<file path="config.mk">
export PLATFORM = sky130hd
export DESIGN_NAME = ltx_top
export DESIGN_NICKNAME = d
export VERILOG_FILES = /design/src/core/ltx_pkg.sv /design/src/core/ltx_alu_if.sv /design/src/core/ltx_alu.sv /design/src/core/ltx_top.sv
export SDC_FILE = /design/constraint.sdc
export NUM_CORES = 1
export LEC_CHECK = 0
export BUFFER_PORTS_ARGS = -buffer_cell sky130_fd_sc_hd__clkbuf_2
export CAP_MARGIN = 5
export CORE_MARGIN = 3
export CORE_UTILIZATION = 50
export CTS_CLUSTER_SIZE = 14
export DETAILED_ROUTE_END_ITERATION = 8
export PLACE_DENSITY = 0.74
export SYNTH_ARGS = -nofsm -noshare
export SYNTH_HDL_FRONTEND = slang
export SYNTH_SLANG_ARGS = --single-unit
</file>
<file path="constraint.sdc">
create_clock -name clock -period 3.1 [get_ports clock]
set_clock_uncertainty 0.2 [all_clocks]
set_input_delay 0.31 -clock clock [delete_from_list [all_inputs] [get_ports clock]]
set_output_delay 0.31 -clock clock [all_outputs]
set_load 0.005 [all_outputs]
</file>
<file path="src/core/ltx_pkg.sv">
// shared constants and types of the logic-test, exclusive-or and wait slice
package ltx_pkg;

	// bus and datapath widths
	localparam int ADDR_W = 8;
	localparam int DATA_W = 32;
	localparam int BYTE_W = 8;
	localparam int FLAG_W = 6;
	localparam int CYC_W  = 3;
	localparam int CNT_W  = 16;

	// opcode families (high nibble) and addressing forms (low nibble)
	localparam logic [3:0] OPH_CMASK = 4'h6;
	localparam logic [3:0] OPH_MASK  = 4'h7;
	localparam logic [3:0] OPH_XOR   = 4'hB;
	localparam logic [3:0] MODE_WW   = 4'h2;
	localparam logic [3:0] MODE_WIND = 4'h3;
	localparam logic [3:0] MODE_GG   = 4'h4;
	localparam logic [3:0] MODE_GIND = 4'h5;
	localparam logic [3:0] MODE_GIMM = 4'h6;

	// single opcodes
	localparam logic [7:0] OP_SWAP_REG = 8'hF0;
	localparam logic [7:0] OP_SWAP_IND = 8'hF1;
	localparam logic [7:0] OP_WAIT     = 8'h3F;

	// cycle counts per instruction
	localparam logic [2:0] CYC_SHORT = 3'h4;
	localparam logic [2:0] CYC_LONG  = 3'h6;
	localparam logic [2:0] CYC_SLOT  = 3'h4;
	localparam logic [2:0] CYC_BAD   = 3'h1;

	// flag bit positions on the flag buses
	localparam int FLG_C    = 0;
	localparam int FLG_Z    = 1;
	localparam int FLG_S    = 2;
	localparam int FLG_V    = 3;
	localparam int FLG_D    = 4;
	localparam int FLG_H    = 5;
	localparam int SIGN_BIT = 7;

	// register byte offsets
	localparam logic [7:0] OFF_CTRL   = 8'h00;
	localparam logic [7:0] OFF_STATUS = 8'h04;
	localparam logic [7:0] OFF_COUNT  = 8'h08;

	// register fields and reset values
	localparam int         CTRL_EN_BIT = 0;
	localparam int         CTRL_RP_LSB = 8;
	localparam int         ST_RES_LSB  = 0;
	localparam int         ST_FLG_LSB  = 8;
	localparam int         ST_BUSY_BIT = 16;
	localparam int         ST_WAIT_BIT = 17;
	localparam int         ST_BAD_BIT  = 18;
	localparam logic       EN_RST      = 1'b1;
	localparam logic [7:0] RP_RST      = 8'h00;

	// response codes
	localparam logic [1:0] RESP_OKAY   = 2'h0;
	localparam logic [1:0] RESP_SLVERR = 2'h2;

	typedef enum logic [1:0] {ALU_CMASK, ALU_MASK, ALU_XOR, ALU_SWAP} ltx_alu_op_type;
	typedef enum logic [2:0] {
		ST_IDLE, ST_PTR, ST_SRC, ST_DST, ST_WB, ST_PAD, ST_WAIT
	} ltx_state_type;
	typedef enum logic [1:0] {SEL_CTRL, SEL_STATUS, SEL_COUNT, SEL_NONE} ltx_sel_type;

endpackage

</file>
<file path="src/core/ltx_alu_if.sv">
// operand and result bundle between the sequencer and the combining unit
`timescale 1ns/10ps
interface ltx_alu_if;
	import ltx_pkg::*;
	ltx_alu_op_type     op;
	logic [BYTE_W-1:0]  dst;
	logic [BYTE_W-1:0]  src;
	logic [FLAG_W-1:0]  flags_in;
	logic [BYTE_W-1:0]  res;
	logic [FLAG_W-1:0]  flags_out;
	logic               wr;
	modport unit (input op, dst, src, flags_in, output res, flags_out, wr);
	modport core (output op, dst, src, flags_in, input res, flags_out, wr);
endinterface

</file>
<file path="src/core/ltx_alu.sv">
// operand combining and flag update unit
`timescale 1ns/10ps
module ltx_alu (
	ltx_alu_if.unit port
);
	import ltx_pkg::*;

	logic [BYTE_W-1:0] cmask_r;
	logic [BYTE_W-1:0] mask_r;
	logic [BYTE_W-1:0] xor_r;
	logic [BYTE_W-1:0] swap_r;
	logic [FLAG_W-1:0] fl;

	// the four combinations of the operands
	assign cmask_r = ~port.dst & port.src;
	assign mask_r  = port.dst & port.src;
	assign xor_r   = port.dst ^ port.src;
	assign swap_r  = {port.dst[3:0], port.dst[7:4]};

	// result selection and write-back qualifier
	assign port.res = (port.op == ALU_CMASK) ? cmask_r :
	                  (port.op == ALU_MASK)  ? mask_r  :
	                  (port.op == ALU_XOR)   ? xor_r   : swap_r;
	// the two tests only set flags, never the operands
	assign port.wr  = (port.op == ALU_XOR) || (port.op == ALU_SWAP);

	// zero and sign follow the result, others held unless cleared
	always_comb begin
		fl = port.flags_in;                             // c, d, h kept
		fl[FLG_Z] = ~|port.res;
		fl[FLG_S] = port.res[SIGN_BIT];
		if (port.op != ALU_SWAP) begin
			fl[FLG_V] = 1'b0;
		end
	end
	assign port.flags_out = fl;

endmodule

</file>
<file path="src/core/ltx_top.sv">
// sequencer, operand fetch, wait state and register slave of the slice
// Functional notes
// - complement-and-mask test: not dst and src, flags only
// - its flags: z, s bit 7, v cleared
// - opcodes 62 to 66, bytes and cycles
// - mask test: dst and src, flags only
// - its flags: z, s bit 7, v cleared
// - opcodes 72 to 76, bytes and cycles
// - exclusive-or writes dst xor src to dst
// - its flags: z, s bit 7, v cleared
// - opcodes B2 to B6, bytes and cycles
// - F1 swaps the pointed register, 4 cycles
// - wait halts until internal interrupt, dma allowed
// - opcode 3F, lasts whole 4-cycle slots
// - swap exchanges low and high nibbles
// - swap flags: z, s bit 7, d h kept
`timescale 1ns/10ps
module ltx_top (
	input  logic                        clock,
	input  logic                        rstn,
	input  logic [ltx_pkg::ADDR_W-1:0]  s_axi_awaddr,
	input  logic                        s_axi_awvalid,
	output logic                        s_axi_awready,
	input  logic [ltx_pkg::DATA_W-1:0]  s_axi_wdata,
	input  logic [3:0]                  s_axi_wstrb,
	input  logic                        s_axi_wvalid,
	output logic                        s_axi_wready,
	output logic [1:0]                  s_axi_bresp,
	output logic                        s_axi_bvalid,
	input  logic                        s_axi_bready,
	input  logic [ltx_pkg::ADDR_W-1:0]  s_axi_araddr,
	input  logic                        s_axi_arvalid,
	output logic                        s_axi_arready,
	output logic [ltx_pkg::DATA_W-1:0]  s_axi_rdata,
	output logic [1:0]                  s_axi_rresp,
	output logic                        s_axi_rvalid,
	input  logic                        s_axi_rready,
	input  logic                        ins_valid,
	output logic                        ins_ready,
	input  logic [ltx_pkg::BYTE_W-1:0]  ins_opcode,
	input  logic [ltx_pkg::BYTE_W-1:0]  ins_byte1,
	input  logic [ltx_pkg::BYTE_W-1:0]  ins_byte2,
	output logic                        ins_done,
	output logic [ltx_pkg::BYTE_W-1:0]  rf_raddr,
	input  logic [ltx_pkg::BYTE_W-1:0]  rf_rdata,
	output logic                        rf_we,
	output logic [ltx_pkg::BYTE_W-1:0]  rf_waddr,
	output logic [ltx_pkg::BYTE_W-1:0]  rf_wdata,
	input  logic [ltx_pkg::FLAG_W-1:0]  flags_in,
	output logic [ltx_pkg::FLAG_W-1:0]  flags_out,
	output logic                        flags_we,
	input  logic                        irq_event,
	output logic                        cpu_halted
);
	import ltx_pkg::*;

	// two-operand family with a known addressing form
	function automatic logic f_logic(input logic [7:0] op);
		logic fam;
		fam = (op[7:4] == OPH_CMASK) || (op[7:4] == OPH_MASK) || (op[7:4] == OPH_XOR);
		return fam && (op[3:0] >= MODE_WW) && (op[3:0] <= MODE_GIMM);
	endfunction

	// total cycles of an accepted opcode
	function automatic logic [2:0] f_cycles(input logic [7:0] op);
		if (f_logic(op)) begin
			return (op[3:0] == MODE_WW) ? CYC_SHORT : CYC_LONG;
		end
		if ((op == OP_SWAP_REG) || (op == OP_SWAP_IND)) begin
			return CYC_SHORT;
		end
		if (op == OP_WAIT) begin
			return CYC_SLOT;
		end
		return CYC_BAD;
	endfunction

	// first micro step of an accepted opcode
	function automatic ltx_state_type f_first(input logic [7:0] op);
		if (f_logic(op)) begin
			case (op[3:0])
				MODE_WIND, MODE_GIND: return ST_PTR;
				MODE_GIMM:            return ST_DST;
				default:              return ST_SRC;
			endcase
		end
		if (op == OP_SWAP_IND) begin
			return ST_PTR;
		end
		if (op == OP_SWAP_REG) begin
			return ST_DST;
		end
		if (op == OP_WAIT) begin
			return ST_WAIT;
		end
		return ST_PAD;
	endfunction

	// working register field to register-file address
	function automatic logic [7:0] f_wreg(input logic [3:0] r, input logic [7:0] rp);
		return {rp[7:4], r};
	endfunction

	// register offset decode, shared by reads and writes
	function automatic ltx_sel_type f_sel(input logic [7:0] a);
		if (a[7:2] == OFF_CTRL[7:2]) begin
			return SEL_CTRL;
		end
		if (a[7:2] == OFF_STATUS[7:2]) begin
			return SEL_STATUS;
		end
		if (a[7:2] == OFF_COUNT[7:2]) begin
			return SEL_COUNT;
		end
		return SEL_NONE;
	endfunction

	ltx_state_type      st_q;
	ltx_state_type      st_d;
	logic [CYC_W-1:0]   cyc_q;
	logic [CYC_W-1:0]   tot_q;
	logic [BYTE_W-1:0]  op_q;
	logic [BYTE_W-1:0]  b1_q;
	logic [BYTE_W-1:0]  b2_q;
	logic [BYTE_W-1:0]  ptr_q;
	logic [BYTE_W-1:0]  src_q;
	logic [BYTE_W-1:0]  dst_q;
	logic [BYTE_W-1:0]  daddr_q;
	logic [BYTE_W-1:0]  res_q;
	logic               we_q;
	logic [BYTE_W-1:0]  waddr_q;
	logic [BYTE_W-1:0]  wdata_q;
	logic [FLAG_W-1:0]  flags_q;
	logic               fwe_q;
	logic               pend_q;
	logic               bad_q;
	logic [CNT_W-1:0]   cnt_q;
	logic               en_q;
	logic [BYTE_W-1:0]  rp_q;
	logic               aw_q;
	logic [ADDR_W-1:0]  awaddr_q;
	logic               w_q;
	logic [DATA_W-1:0]  wd_q;
	logic [3:0]         ws_q;
	logic               bvalid_q;
	logic [1:0]         bresp_q;
	logic               rvalid_q;
	logic [1:0]         rresp_q;
	logic [DATA_W-1:0]  rdata_q;
	logic [DATA_W-1:0]  status_w;

	ltx_alu_if alu ();

	ltx_alu u_alu (
		.port (alu.unit)
	);

	// operand decode of the held instruction
	wire [3:0] mode      = op_q[3:0];
	wire       is_swap   = (op_q[7:4] == OP_SWAP_REG[7:4]);
	wire       wide_form = (mode == MODE_GG) || (mode == MODE_GIND);
	wire [7:0] ptr_addr  = (mode == MODE_WIND) ? f_wreg(b1_q[3:0], rp_q) : b1_q;
	// three-byte register forms carry the source byte first
	wire [7:0] src_addr  = (mode == MODE_WW) ? f_wreg(b1_q[3:0], rp_q) :
	                       (mode == MODE_GG) ? b1_q : ptr_q;
	wire [7:0] dst_addr  = is_swap ? ((op_q == OP_SWAP_IND) ? ptr_q : b1_q) :
	                       (mode <= MODE_WIND) ? f_wreg(b1_q[7:4], rp_q) :
	                       wide_form ? b2_q : b1_q;

	// register-file read address per micro step
	assign rf_raddr = (st_q == ST_PTR) ? ptr_addr :
	                  (st_q == ST_SRC) ? src_addr : dst_addr;

	// operation selected for the combining unit
	assign alu.op       = is_swap                 ? ALU_SWAP  :
	                      (op_q[7:4] == OPH_XOR)  ? ALU_XOR   :
	                      (op_q[7:4] == OPH_MASK) ? ALU_MASK  : ALU_CMASK;
	assign alu.dst      = dst_q;
	assign alu.src      = src_q;
	assign alu.flags_in = flags_in;

	// handshake and timing terms
	wire accept   = ins_valid && ins_ready;
	wire last     = (cyc_q == tot_q - 3'h1);
	wire slot_end = (cyc_q == CYC_SLOT - 3'h1);
	wire in_wait  = (st_q == ST_WAIT);
	wire release_wait = in_wait && slot_end && (pend_q || irq_event);
	wire finish   = ((st_q == ST_PAD) && last) || release_wait;
	wire bad_op   = accept && (f_first(ins_opcode) == ST_PAD);

	assign ins_ready  = (st_q == ST_IDLE) && en_q;
	assign ins_done   = finish;
	// fetch is halted while waiting; the dma engine keeps the bus
	assign cpu_halted = in_wait;

	// micro step sequence
	always_comb begin
		st_d = st_q;
		case (st_q)
			ST_IDLE: begin
				if (accept) begin
					st_d = f_first(ins_opcode);
				end
			end
			ST_PTR:  st_d = is_swap ? ST_DST : ST_SRC;
			ST_SRC:  st_d = ST_DST;
			ST_DST:  st_d = ST_WB;
			ST_WB:   st_d = ST_PAD;
			ST_PAD: begin
				if (last) begin
					st_d = ST_IDLE;
				end
			end
			ST_WAIT: begin
				if (release_wait) begin
					st_d = ST_IDLE;
				end
			end
			default: st_d = ST_IDLE;
		endcase
	end

	// state and cycle count; the wait repeats whole slots
	always_ff @(posedge clock or negedge rstn) begin
		if (!rstn) begin
			st_q  <= ST_IDLE;
			cyc_q <= '0;
			tot_q <= CYC_BAD;
		end else begin
			st_q <= st_d;
			if (accept) begin
				cyc_q <= '0;
				tot_q <= f_cycles(ins_opcode);
			end else if (in_wait && slot_end) begin
				cyc_q <= '0;
			end else if (st_q != ST_IDLE) begin
				cyc_q <= cyc_q + 3'h1;
			end
		end
	end

	// instruction bytes and fetched operands
	always_ff @(posedge clock or negedge rstn) begin
		if (!rstn) begin
			op_q    <= '0;
			b1_q    <= '0;
			b2_q    <= '0;
			ptr_q   <= '0;
			src_q   <= '0;
			dst_q   <= '0;
			daddr_q <= '0;
		end else begin
			if (accept) begin
				op_q <= ins_opcode;
				b1_q <= ins_byte1;
				b2_q <= ins_byte2;
				src_q <= ins_byte2;                                  // immediate
			end
			if (st_q == ST_PTR) begin
				ptr_q <= rf_rdata;
			end
			if (st_q == ST_SRC) begin
				src_q <= rf_rdata;
			end
			if (st_q == ST_DST) begin
				dst_q   <= rf_rdata;
				daddr_q <= rf_raddr;
			end
		end
	end

	// write-back of result and flags, one cycle after combining
	always_ff @(posedge clock or negedge rstn) begin
		if (!rstn) begin
			we_q    <= 1'b0;
			fwe_q   <= 1'b0;
			waddr_q <= '0;
			wdata_q <= '0;
			res_q   <= '0;
			flags_q <= '0;
		end else begin
			we_q  <= (st_q == ST_WB) && alu.wr;
			fwe_q <= (st_q == ST_WB);
			if (st_q == ST_WB) begin
				waddr_q <= daddr_q;
				wdata_q <= alu.res;
				res_q   <= alu.res;
				flags_q <= alu.flags_out;
			end
		end
	end

	assign rf_we     = we_q;
	assign rf_waddr  = waddr_q;
	assign rf_wdata  = wdata_q;
	assign flags_we  = fwe_q;
	assign flags_out = flags_q;

	// write address and data are taken independently
	wire         wr_fire = aw_q && w_q && !bvalid_q;
	ltx_sel_type wsel;
	assign wsel          = f_sel(awaddr_q);

	// interrupt pending while waiting, bad opcode sticky, done count
	always_ff @(posedge clock or negedge rstn) begin
		if (!rstn) begin
			pend_q <= 1'b0;
			bad_q  <= 1'b0;
			cnt_q  <= '0;
		end else begin
			pend_q <= (in_wait && irq_event) || (pend_q && !release_wait);
			bad_q  <= bad_op || (bad_q && !(wr_fire && wsel == SEL_STATUS &&
			          ws_q[ST_BAD_BIT / 8] && wd_q[ST_BAD_BIT]));
			if (finish) begin
				cnt_q <= cnt_q + 16'h0001;
			end
		end
	end

	// each slot is free again once the response has been taken
	assign s_axi_awready = !aw_q && !bvalid_q;
	assign s_axi_wready  = !w_q && !bvalid_q;

	// write channel holding registers and response
	always_ff @(posedge clock or negedge rstn) begin
		if (!rstn) begin
			aw_q     <= 1'b0;
			awaddr_q <= '0;
			w_q      <= 1'b0;
			wd_q     <= '0;
			ws_q     <= '0;
			bvalid_q <= 1'b0;
			bresp_q  <= RESP_OKAY;
		end else begin
			if (s_axi_awvalid && s_axi_awready) begin
				aw_q     <= 1'b1;
				awaddr_q <= s_axi_awaddr;
			end else if (wr_fire) begin
				aw_q <= 1'b0;
			end
			if (s_axi_wvalid && s_axi_wready) begin
				w_q  <= 1'b1;
				wd_q <= s_axi_wdata;
				ws_q <= s_axi_wstrb;
			end else if (wr_fire) begin
				w_q <= 1'b0;
			end
			if (wr_fire) begin
				bvalid_q <= 1'b1;
				bresp_q  <= (wsel == SEL_NONE) ? RESP_SLVERR : RESP_OKAY;
			end else if (s_axi_bready) begin
				bvalid_q <= 1'b0;
			end
		end
	end

	assign s_axi_bvalid = bvalid_q;
	assign s_axi_bresp  = bresp_q;

	// control register: enable and register pointer, per byte lane
	always_ff @(posedge clock or negedge rstn) begin
		if (!rstn) begin
			en_q <= EN_RST;
			rp_q <= RP_RST;
		end else if (wr_fire && wsel == SEL_CTRL) begin
			if (ws_q[0]) begin
				en_q <= wd_q[CTRL_EN_BIT];
			end
			if (ws_q[1]) begin
				rp_q <= wd_q[CTRL_RP_LSB +: BYTE_W];
			end
		end
	end

	// status word assembled from live state
	always_comb begin
		status_w = '0;
		status_w[ST_RES_LSB +: BYTE_W] = res_q;
		status_w[ST_FLG_LSB +: FLAG_W] = flags_q;
		status_w[ST_BUSY_BIT]          = (st_q != ST_IDLE);
		status_w[ST_WAIT_BIT]          = in_wait;
		status_w[ST_BAD_BIT]           = bad_q;
	end

	// read data selection
	ltx_sel_type rsel;
	assign rsel = f_sel(s_axi_araddr);
	wire [DATA_W-1:0] rd_val =
		(rsel == SEL_CTRL)   ? {16'h0000, rp_q, 7'h00, en_q} :
		(rsel == SEL_STATUS) ? status_w :
		(rsel == SEL_COUNT)  ? {16'h0000, cnt_q} : 32'h0000_0000;
	assign s_axi_arready = !rvalid_q;

	// read channel: one answer per address, held until taken
	always_ff @(posedge clock or negedge rstn) begin
		if (!rstn) begin
			rvalid_q <= 1'b0;
			rresp_q  <= RESP_OKAY;
			rdata_q  <= '0;
		end else if (s_axi_arvalid && s_axi_arready) begin
			rvalid_q <= 1'b1;
			rdata_q  <= rd_val;
			rresp_q  <= (rsel == SEL_NONE) ? RESP_SLVERR : RESP_OKAY;
		end else if (s_axi_rready) begin
			rvalid_q <= 1'b0;
		end
	end

	assign s_axi_rvalid = rvalid_q;
	assign s_axi_rdata  = rdata_q;
	assign s_axi_rresp  = rresp_q;

endmodule

</file>
# After elaboration in Yosys (flattened, before gate mapping)
# Cells that the tools add are included.
[totals]
ff_bits = 186
inputBits = 99
out_inout_bits = 76
elab_cells = 252
[op_classes]
n_addsub = 3
order_cmp = 3
n_eq_ne = 43
n_mux = 112
bitwise = 4
n_reduce_logical = 57
[ops]
columns = ["operator", "n"]
rows = [
  ["2-to-1 mux 8 bit", 14],
  ["2-to-1 mux 3 bit", 24],
  ["2-to-1 mux 1 bit", 52],
  ["2-to-1 mux 19 bit", 2],
  ["2-to-1 mux 2 bit", 17],
  ["== test 4 x 3 -> 1 bit (second input constant)", 7],
  ["== test 8 bit (second input constant)", 3],
  ["logical AND 1 bit", 23],
  ["one-hot mux 3 bit (7 select lines)", 1],
  ["adder 16 x 1 -> 16 bit (second input constant)", 1],
  ["bitwise AND 8 bit", 2],
  ["== test 4 x 2 -> 1 bit (second input constant)", 4],
  ["2-to-1 mux 16 bit", 1],
  ["== test 3 bit (second input constant)", 4],
  ["== test 4 bit (second input constant)", 3],
  ["== test 6 x 1 -> 1 bit (second input constant)", 2],
  ["== test 6 x 2 -> 1 bit (second input constant)", 2],
  ["zero test 6 bit", 2],
  ["== test 2 bit (second input constant)", 5],
  ["nonzero test 2 bit", 5],
  ["== test 3 x 2 -> 1 bit (second input constant)", 3],
  ["logical OR 1 bit", 9],
  ["== test 8 x 6 -> 1 bit (second input constant)", 1],
  ["NOT 8 bit", 1],
  ["20 further kinds", 34],
]

# Logic depth before layout (Yosys ltp)
[logic_depth]
ltp_word = 26
mapped_depth = 8
ltp_nobuf = 8

# By module
# Synthesis repeated with hierarchy kept, for this count alone.
[hier_totals]
hier_cells = 809
hier_area_um2 = 8191.6
[by_module_without_submodules]
columns = ["module", "n_inst", "cells_each", "area_each_um2", "seq_area_each_um2"]
rows = [
  ["ltx_top", 1, 758, 7657.3, 4006.3],
  ["ltx_alu", 1, 51, 534.3, 0.0],
]

# Least setup slack after synthesis
# No wires, ideal clock.
[synth_timing]
kind = "reg-to-reg"
from = "register tot_q[0]"
to = "register cnt_q[13]"
setup_ps = 79
arrival_time_ps = 2071
required_ps = 2821
slack_ps = 750
path_stages_with_launch = 9
path_buffers = 1
synth_period_minus_slack_ps = 2350
path_cell_list = "dfstp_2 inv_1 ha_1 xnor3_1 nand4_2 o22a_4 buf_6 nor4_1 xor2_1"
[synth_via]
elab_chain_len = 4
[synth_rtl]
columns = ["element", "line_no", "rtl"]
rows = [
  ["start: declaration", "ltx_top.sv:121", "logic [CYC_W-1:0] tot_q;"],
  ["start signal: assignment", "ltx_top.sv:233", "tot_q <= f_cycles(ins_opcode);"],
  ["subtractor 3 x 1 -> 3 bit", "ltx_top.sv:184", "wire last = (cyc_q == tot_q - 3'h1);"],
  ["== test 3 bit", "ltx_top.sv:184", ""],
  ["logical AND 1 bit", "ltx_top.sv:188", "wire finish = ((st_q == ST_PAD) && last) || release_wait;"],
  ["logical OR 1 bit", "ltx_top.sv:188", ""],
  ["end signal: assignment", "ltx_top.sv:315", "cnt_q <= cnt_q + 16'h0001;"],
  ["end: declaration", "ltx_top.sv:137", "logic [CNT_W-1:0] cnt_q;"],
]
# Every way passes these cells.
# A chain may end at the register's enable or synchronous reset.

# Worst setup path after layout
[layout_timing]
from = "register tot_q[0]"
to = "output port ins_done"
[layout_via]
elab_chain_len = 4
[layout_rtl]
columns = ["element", "line_no", "rtl"]
rows = [
  ["subtractor 3 x 1 -> 3 bit", "ltx_top.sv:184", ""],
  ["== test 3 bit", "ltx_top.sv:184", ""],
  ["logical AND 1 bit", "ltx_top.sv:188", ""],
  ["logical OR 1 bit", "ltx_top.sv:188", ""],
  ["end: declaration", "ltx_top.sv:43", "output logic ins_done,"],
]
# Every way passes these cells.

==> impl_metrics.env <==
export IMPL_clockRootBuffer="clkbuf_16"
export IMPL_die_w_um=134
export IMPL_drive_gt1_share_pct=23.2
export IMPL_fin_crit_sh_pct=94.2
export IMPL_largest_register_ffs=19
export IMPL_p_int_uw=6100
export IMPL_cp_slowest_stage_delay_ps=550
export IMPL_syn_area_per_cell_um2=9.57
export IMPL_clk_path_buf_depth=2
export IMPL_whs_ps=28.8
export IMPL_overflow=0
export IMPL_endpoint_kind="primary output"
export IMPL_yosys_warnings=0
export IMPL_cp_top_family="flip-flops"
export IMPL_worstPathArrival_ps=2410
export IMPL_min_period_ps=2920
export IMPL_nets=1147
export IMPL_synthArstFlopShare_pct=100
export IMPL_r2r_start="tot_q[0]$_DFFE_PN1P_"
export IMPL_cellPowerDensity_nw_per_um2=947
export IMPL_wire_per_inst_um=16.7
export IMPL_grt_pass1_wl_um=34300
export IMPL_start_kind="flop"
export IMPL_syn_area_um2=8130
export IMPL_crit_chain="inv_1, ha_1, xnor3_1, nand4_2, o22a_4, inv_1, clkbuf_2"
export IMPL_maxCapViolCount=0
export IMPL_pwr_share_clk_pct=24.4
export IMPL_synth_cell_types=73
export IMPL_critPathKind="reg -> out"
export IMPL_fill_cells=1247
export IMPL_initial_core_util_pct=52.3
export IMPL_core_area_um2=15500
export IMPL_required_ps=2590
export IMPL_clock_latency_ps=420
export IMPL_drv_slew=0
export IMPL_cts_buffers=17
export IMPL_fmax_ghz=0.342
export IMPL_drc=0
export IMPL_dr_first_iter_drc_count=496
export IMPL_outcome="complete, no violations"
export IMPL_synthFlopType="dfrtp_1"
export IMPL_crit_start="tot_q[0]$_DFFE_PN1P_"
export IMPL_wl_um=20900
export IMPL_crit_buf_inv=3
export IMPL_syn2layout_area_growth_pct=25.6
export IMPL_grt_setup_unrepaired="false"
export IMPL_synth_edf_count=0
export IMPL_ys_ff_latch=159
export IMPL_gp_congestion=0.918
export IMPL_final_hold_violation_count=0
export IMPL_ir_drop_mv=0.622
export IMPL_cts_num_sinks=159
export IMPL_combPwrFrac_pct=37.5
export IMPL_hpwlAfterDp_um=14400
export IMPL_rows=45
export IMPL_switching_power_uw=3570
export IMPL_cp_max_fo=13
export IMPL_grt_pass1_vias=6928
export IMPL_dieArea_um2=17800
export IMPL_io_buffers=130
export IMPL_antenna_found_initial=0
export IMPL_ys_seq_area_share_pct=49.0
export IMPL_drtPass1Iterations=4
export IMPL_htreeDepth=4
export IMPL_hold_class="in -> reg"
export IMPL_leakage_uw=0.00500
export IMPL_path_common_cell="inv_1"
export IMPL_worstMarginPinSlew_ps=893
export IMPL_cts_tree="done"
export IMPL_maxSlewHeadroom_pct=40.4
export IMPL_swShare_pct=37.0
export IMPL_hp_start="ins_opcode[1]"
export IMPL_track_usage_pct=24.0
export IMPL_antenna_left=0
export IMPL_syn_inst=849
export IMPL_seq_power_share_pct=38.1
export IMPL_die_y_um=134
export IMPL_antenna_cells=0
export IMPL_grt_max_degree=89
export IMPL_cp_slowest_cell="dfstp_2"
export IMPL_setup_viol=0
export IMPL_timing_setup_tns_ps=0
export IMPL_viasPerCell=5.48
export IMPL_vias=6872
export IMPL_ios=175
export IMPL_path_clk_slew_ps=60
==> cells in the mapped netlist (3+ instances only) <==
cell | instances | share of area, %
o221ai_1 | 6 | 0.65
buf_2 | 6 | 0.37
nor4_1 | 5 | 0.38
o22a_1 | 8 | 0.86
nor2b_1 | 13 | 1.0
a22oi_1 | 8 | 0.74
o211ai_1 | 3 | 0.28
or2_2 | 3 | 0.23
nor4b_1 | 4 | 0.43
xor2_1 | 13 | 1.4
nand2_1 | 215 | 9.9
a221oi_1 | 4 | 0.43
nand4_1 | 7 | 0.54
ha_1 | 19 | 2.9
a31oi_1 | 9 | 0.69
o21a_1 | 3 | 0.28
nand3_1 | 10 | 0.62
o2111ai_1 | 4 | 0.43
dfrtp_1 | 157 | 48
a211oi_1 | 7 | 0.65
mux2i_1 | 17 | 2.1
a21oi_1 | 24 | 1.5
and2_1 | 3 | 0.23
buf_4 | 16 | 1.5
xnor2_1 | 5 | 0.54
or4_1 | 3 | 0.28
nand2b_1 | 12 | 0.92
mux2_2 | 39 | 5.4
a22o_1 | 4 | 0.43
o21ai_0 | 38 | 2.3
o22ai_1 | 7 | 0.54
a21o_1 | 5 | 0.46
o31ai_1 | 4 | 0.37
inv_1 | 23 | 1.1
nor2_1 | 40 | 1.8
a222oi_1 | 6 | 0.74
nor3_1 | 10 | 0.62
and3_1 | 10 | 0.77
a211o_1 | 6 | 0.65
clkbuf_1 | 34 | 1.6
==> area by class of cell <==
type                            instances  area (µm²)  area share [%]
Multi-Input combinational cell        616        3780            37.0
Clock inverter                         11         199            1.95
Sequential cell                       159        3980            39.0
Tap cell                              211         264            2.59
Inverter                               25        95.1           0.931
Clock buffer                           21         470            4.61
Timing Repair Buffer                  210        1420            13.9
==> final timing paths <==
check	to	slack, ps	depth (start not counted)
setup / recovery	ins_done	180	7
hold / removal	op_q[1]$_DFFE_PN0P_	30	3
setup reg to reg	cnt_q[15]$_DFFE_PN0P_	600	7
hold reg to reg	cnt_q[15]$_DFFE_PN0P_	270	1
max in group asynchronous	en_q$_DFFE_PN1P_	1750	3
min in group asynchronous	s_axi_rresp[1]$_DFFE_PN0P_	150	2
==> worst reg2reg max path, stage by stage, from the launching register on <==
cell,delay (ps)
dfstp_2,550
inv_1,50
ha_1,190
xnor3_1,370
nand4_2,150
o22a_4,350
nor4_1,390
xor2_1,180
==> layer usage <==
| layer | GRT usage [%] | vias up | part of all wire, % |
|---|---|---|---|
| met5 | 0 | - | 0 |
| met4 | 10.7 | 0 | 2.5 |
| met3 | 3.97 | 39 | 4.7 |
| met2 | 39.8 | 220 | 49 |
| met1 | 31.2 | 3327 | 43 |
| li1 | - | 3286 | - |
==> power groups by stage <==
stage / registers [µW] / clock network, µW / logic (µW)
2_1_floorplan: 3390 / 0 / 2620
3_3_place_gp: 3670 / 0 / 3430
3_5_place_dp: 3700 / 0 / 3520
4_1_cts: 3670 / 2380 / 3620
5_1_grt: 3820 / 2470 / 4070
6_report: 3690 / 2360 / 3630
==> logic make-up after synthesis <==
logic type | share of synthesized area, %
buffers and inverters | 5.28
DFF | 49.0
xor gates and xnor gates | 2.22
AOI/OAI and AO/OA | 13.4
muxes | 7.50
other | 0.0461
adders and majority gates | 2.92
and+or+nand+nor | 19.6
==> metrics by stage <==
stage / setup slack [ps] / area, µm² / total power [µW] / utilization [%] / cells
after floorplan: 750 / 8180 / 6000 / - / 863
after global placement: 604 / 8940 / 7100 / 57.6 / 1162
after detailed placement: 577 / 8940 / 7220 / 57.6 / 1162
after CTS: 122 / 10200 / 9670 / 65.7 / 1253
after global routing: 43.6 / 10200 / 10400 / 65.7 / 1253
final: 179 / 10200 / 9670 / 65.7 / 1253
==> cells in the final DEF, fill, tap and decap left out, types with 6 or more instances in the layout <==
master	n
nand2_1	215
clkbuf_16	17
dlygate4sd3_1	59
a211oi_1	7
a22oi_1	8
a31oi_1	9
nor3_1	10
o22ai_1	7
o21ai_0	38
conb_1	15
nand2b_1	12
nor2_1	40
o221ai_1	6
clkbuf_2	129
mux2i_1	17
inv_1	23
ha_1	19
nand4_1	7
a21oi_1	23
nand3_1	10
a211o_1	6
nor2b_1	13
xor2_1	13
dfrtp_1	156
a222oi_1	6
o22a_1	8
and3_1	10
buf_4	20
mux2_2	39
==> what timing repair did <==
item	in CTS	in global routing
endpoints found under the hold margin	109	0
setup buffers	0	0
endpoints found under the setup margin	0	5
resized for setup	0	2
hold buffers	59	0
No activity file was read; power rests on OpenSTA's default activity.
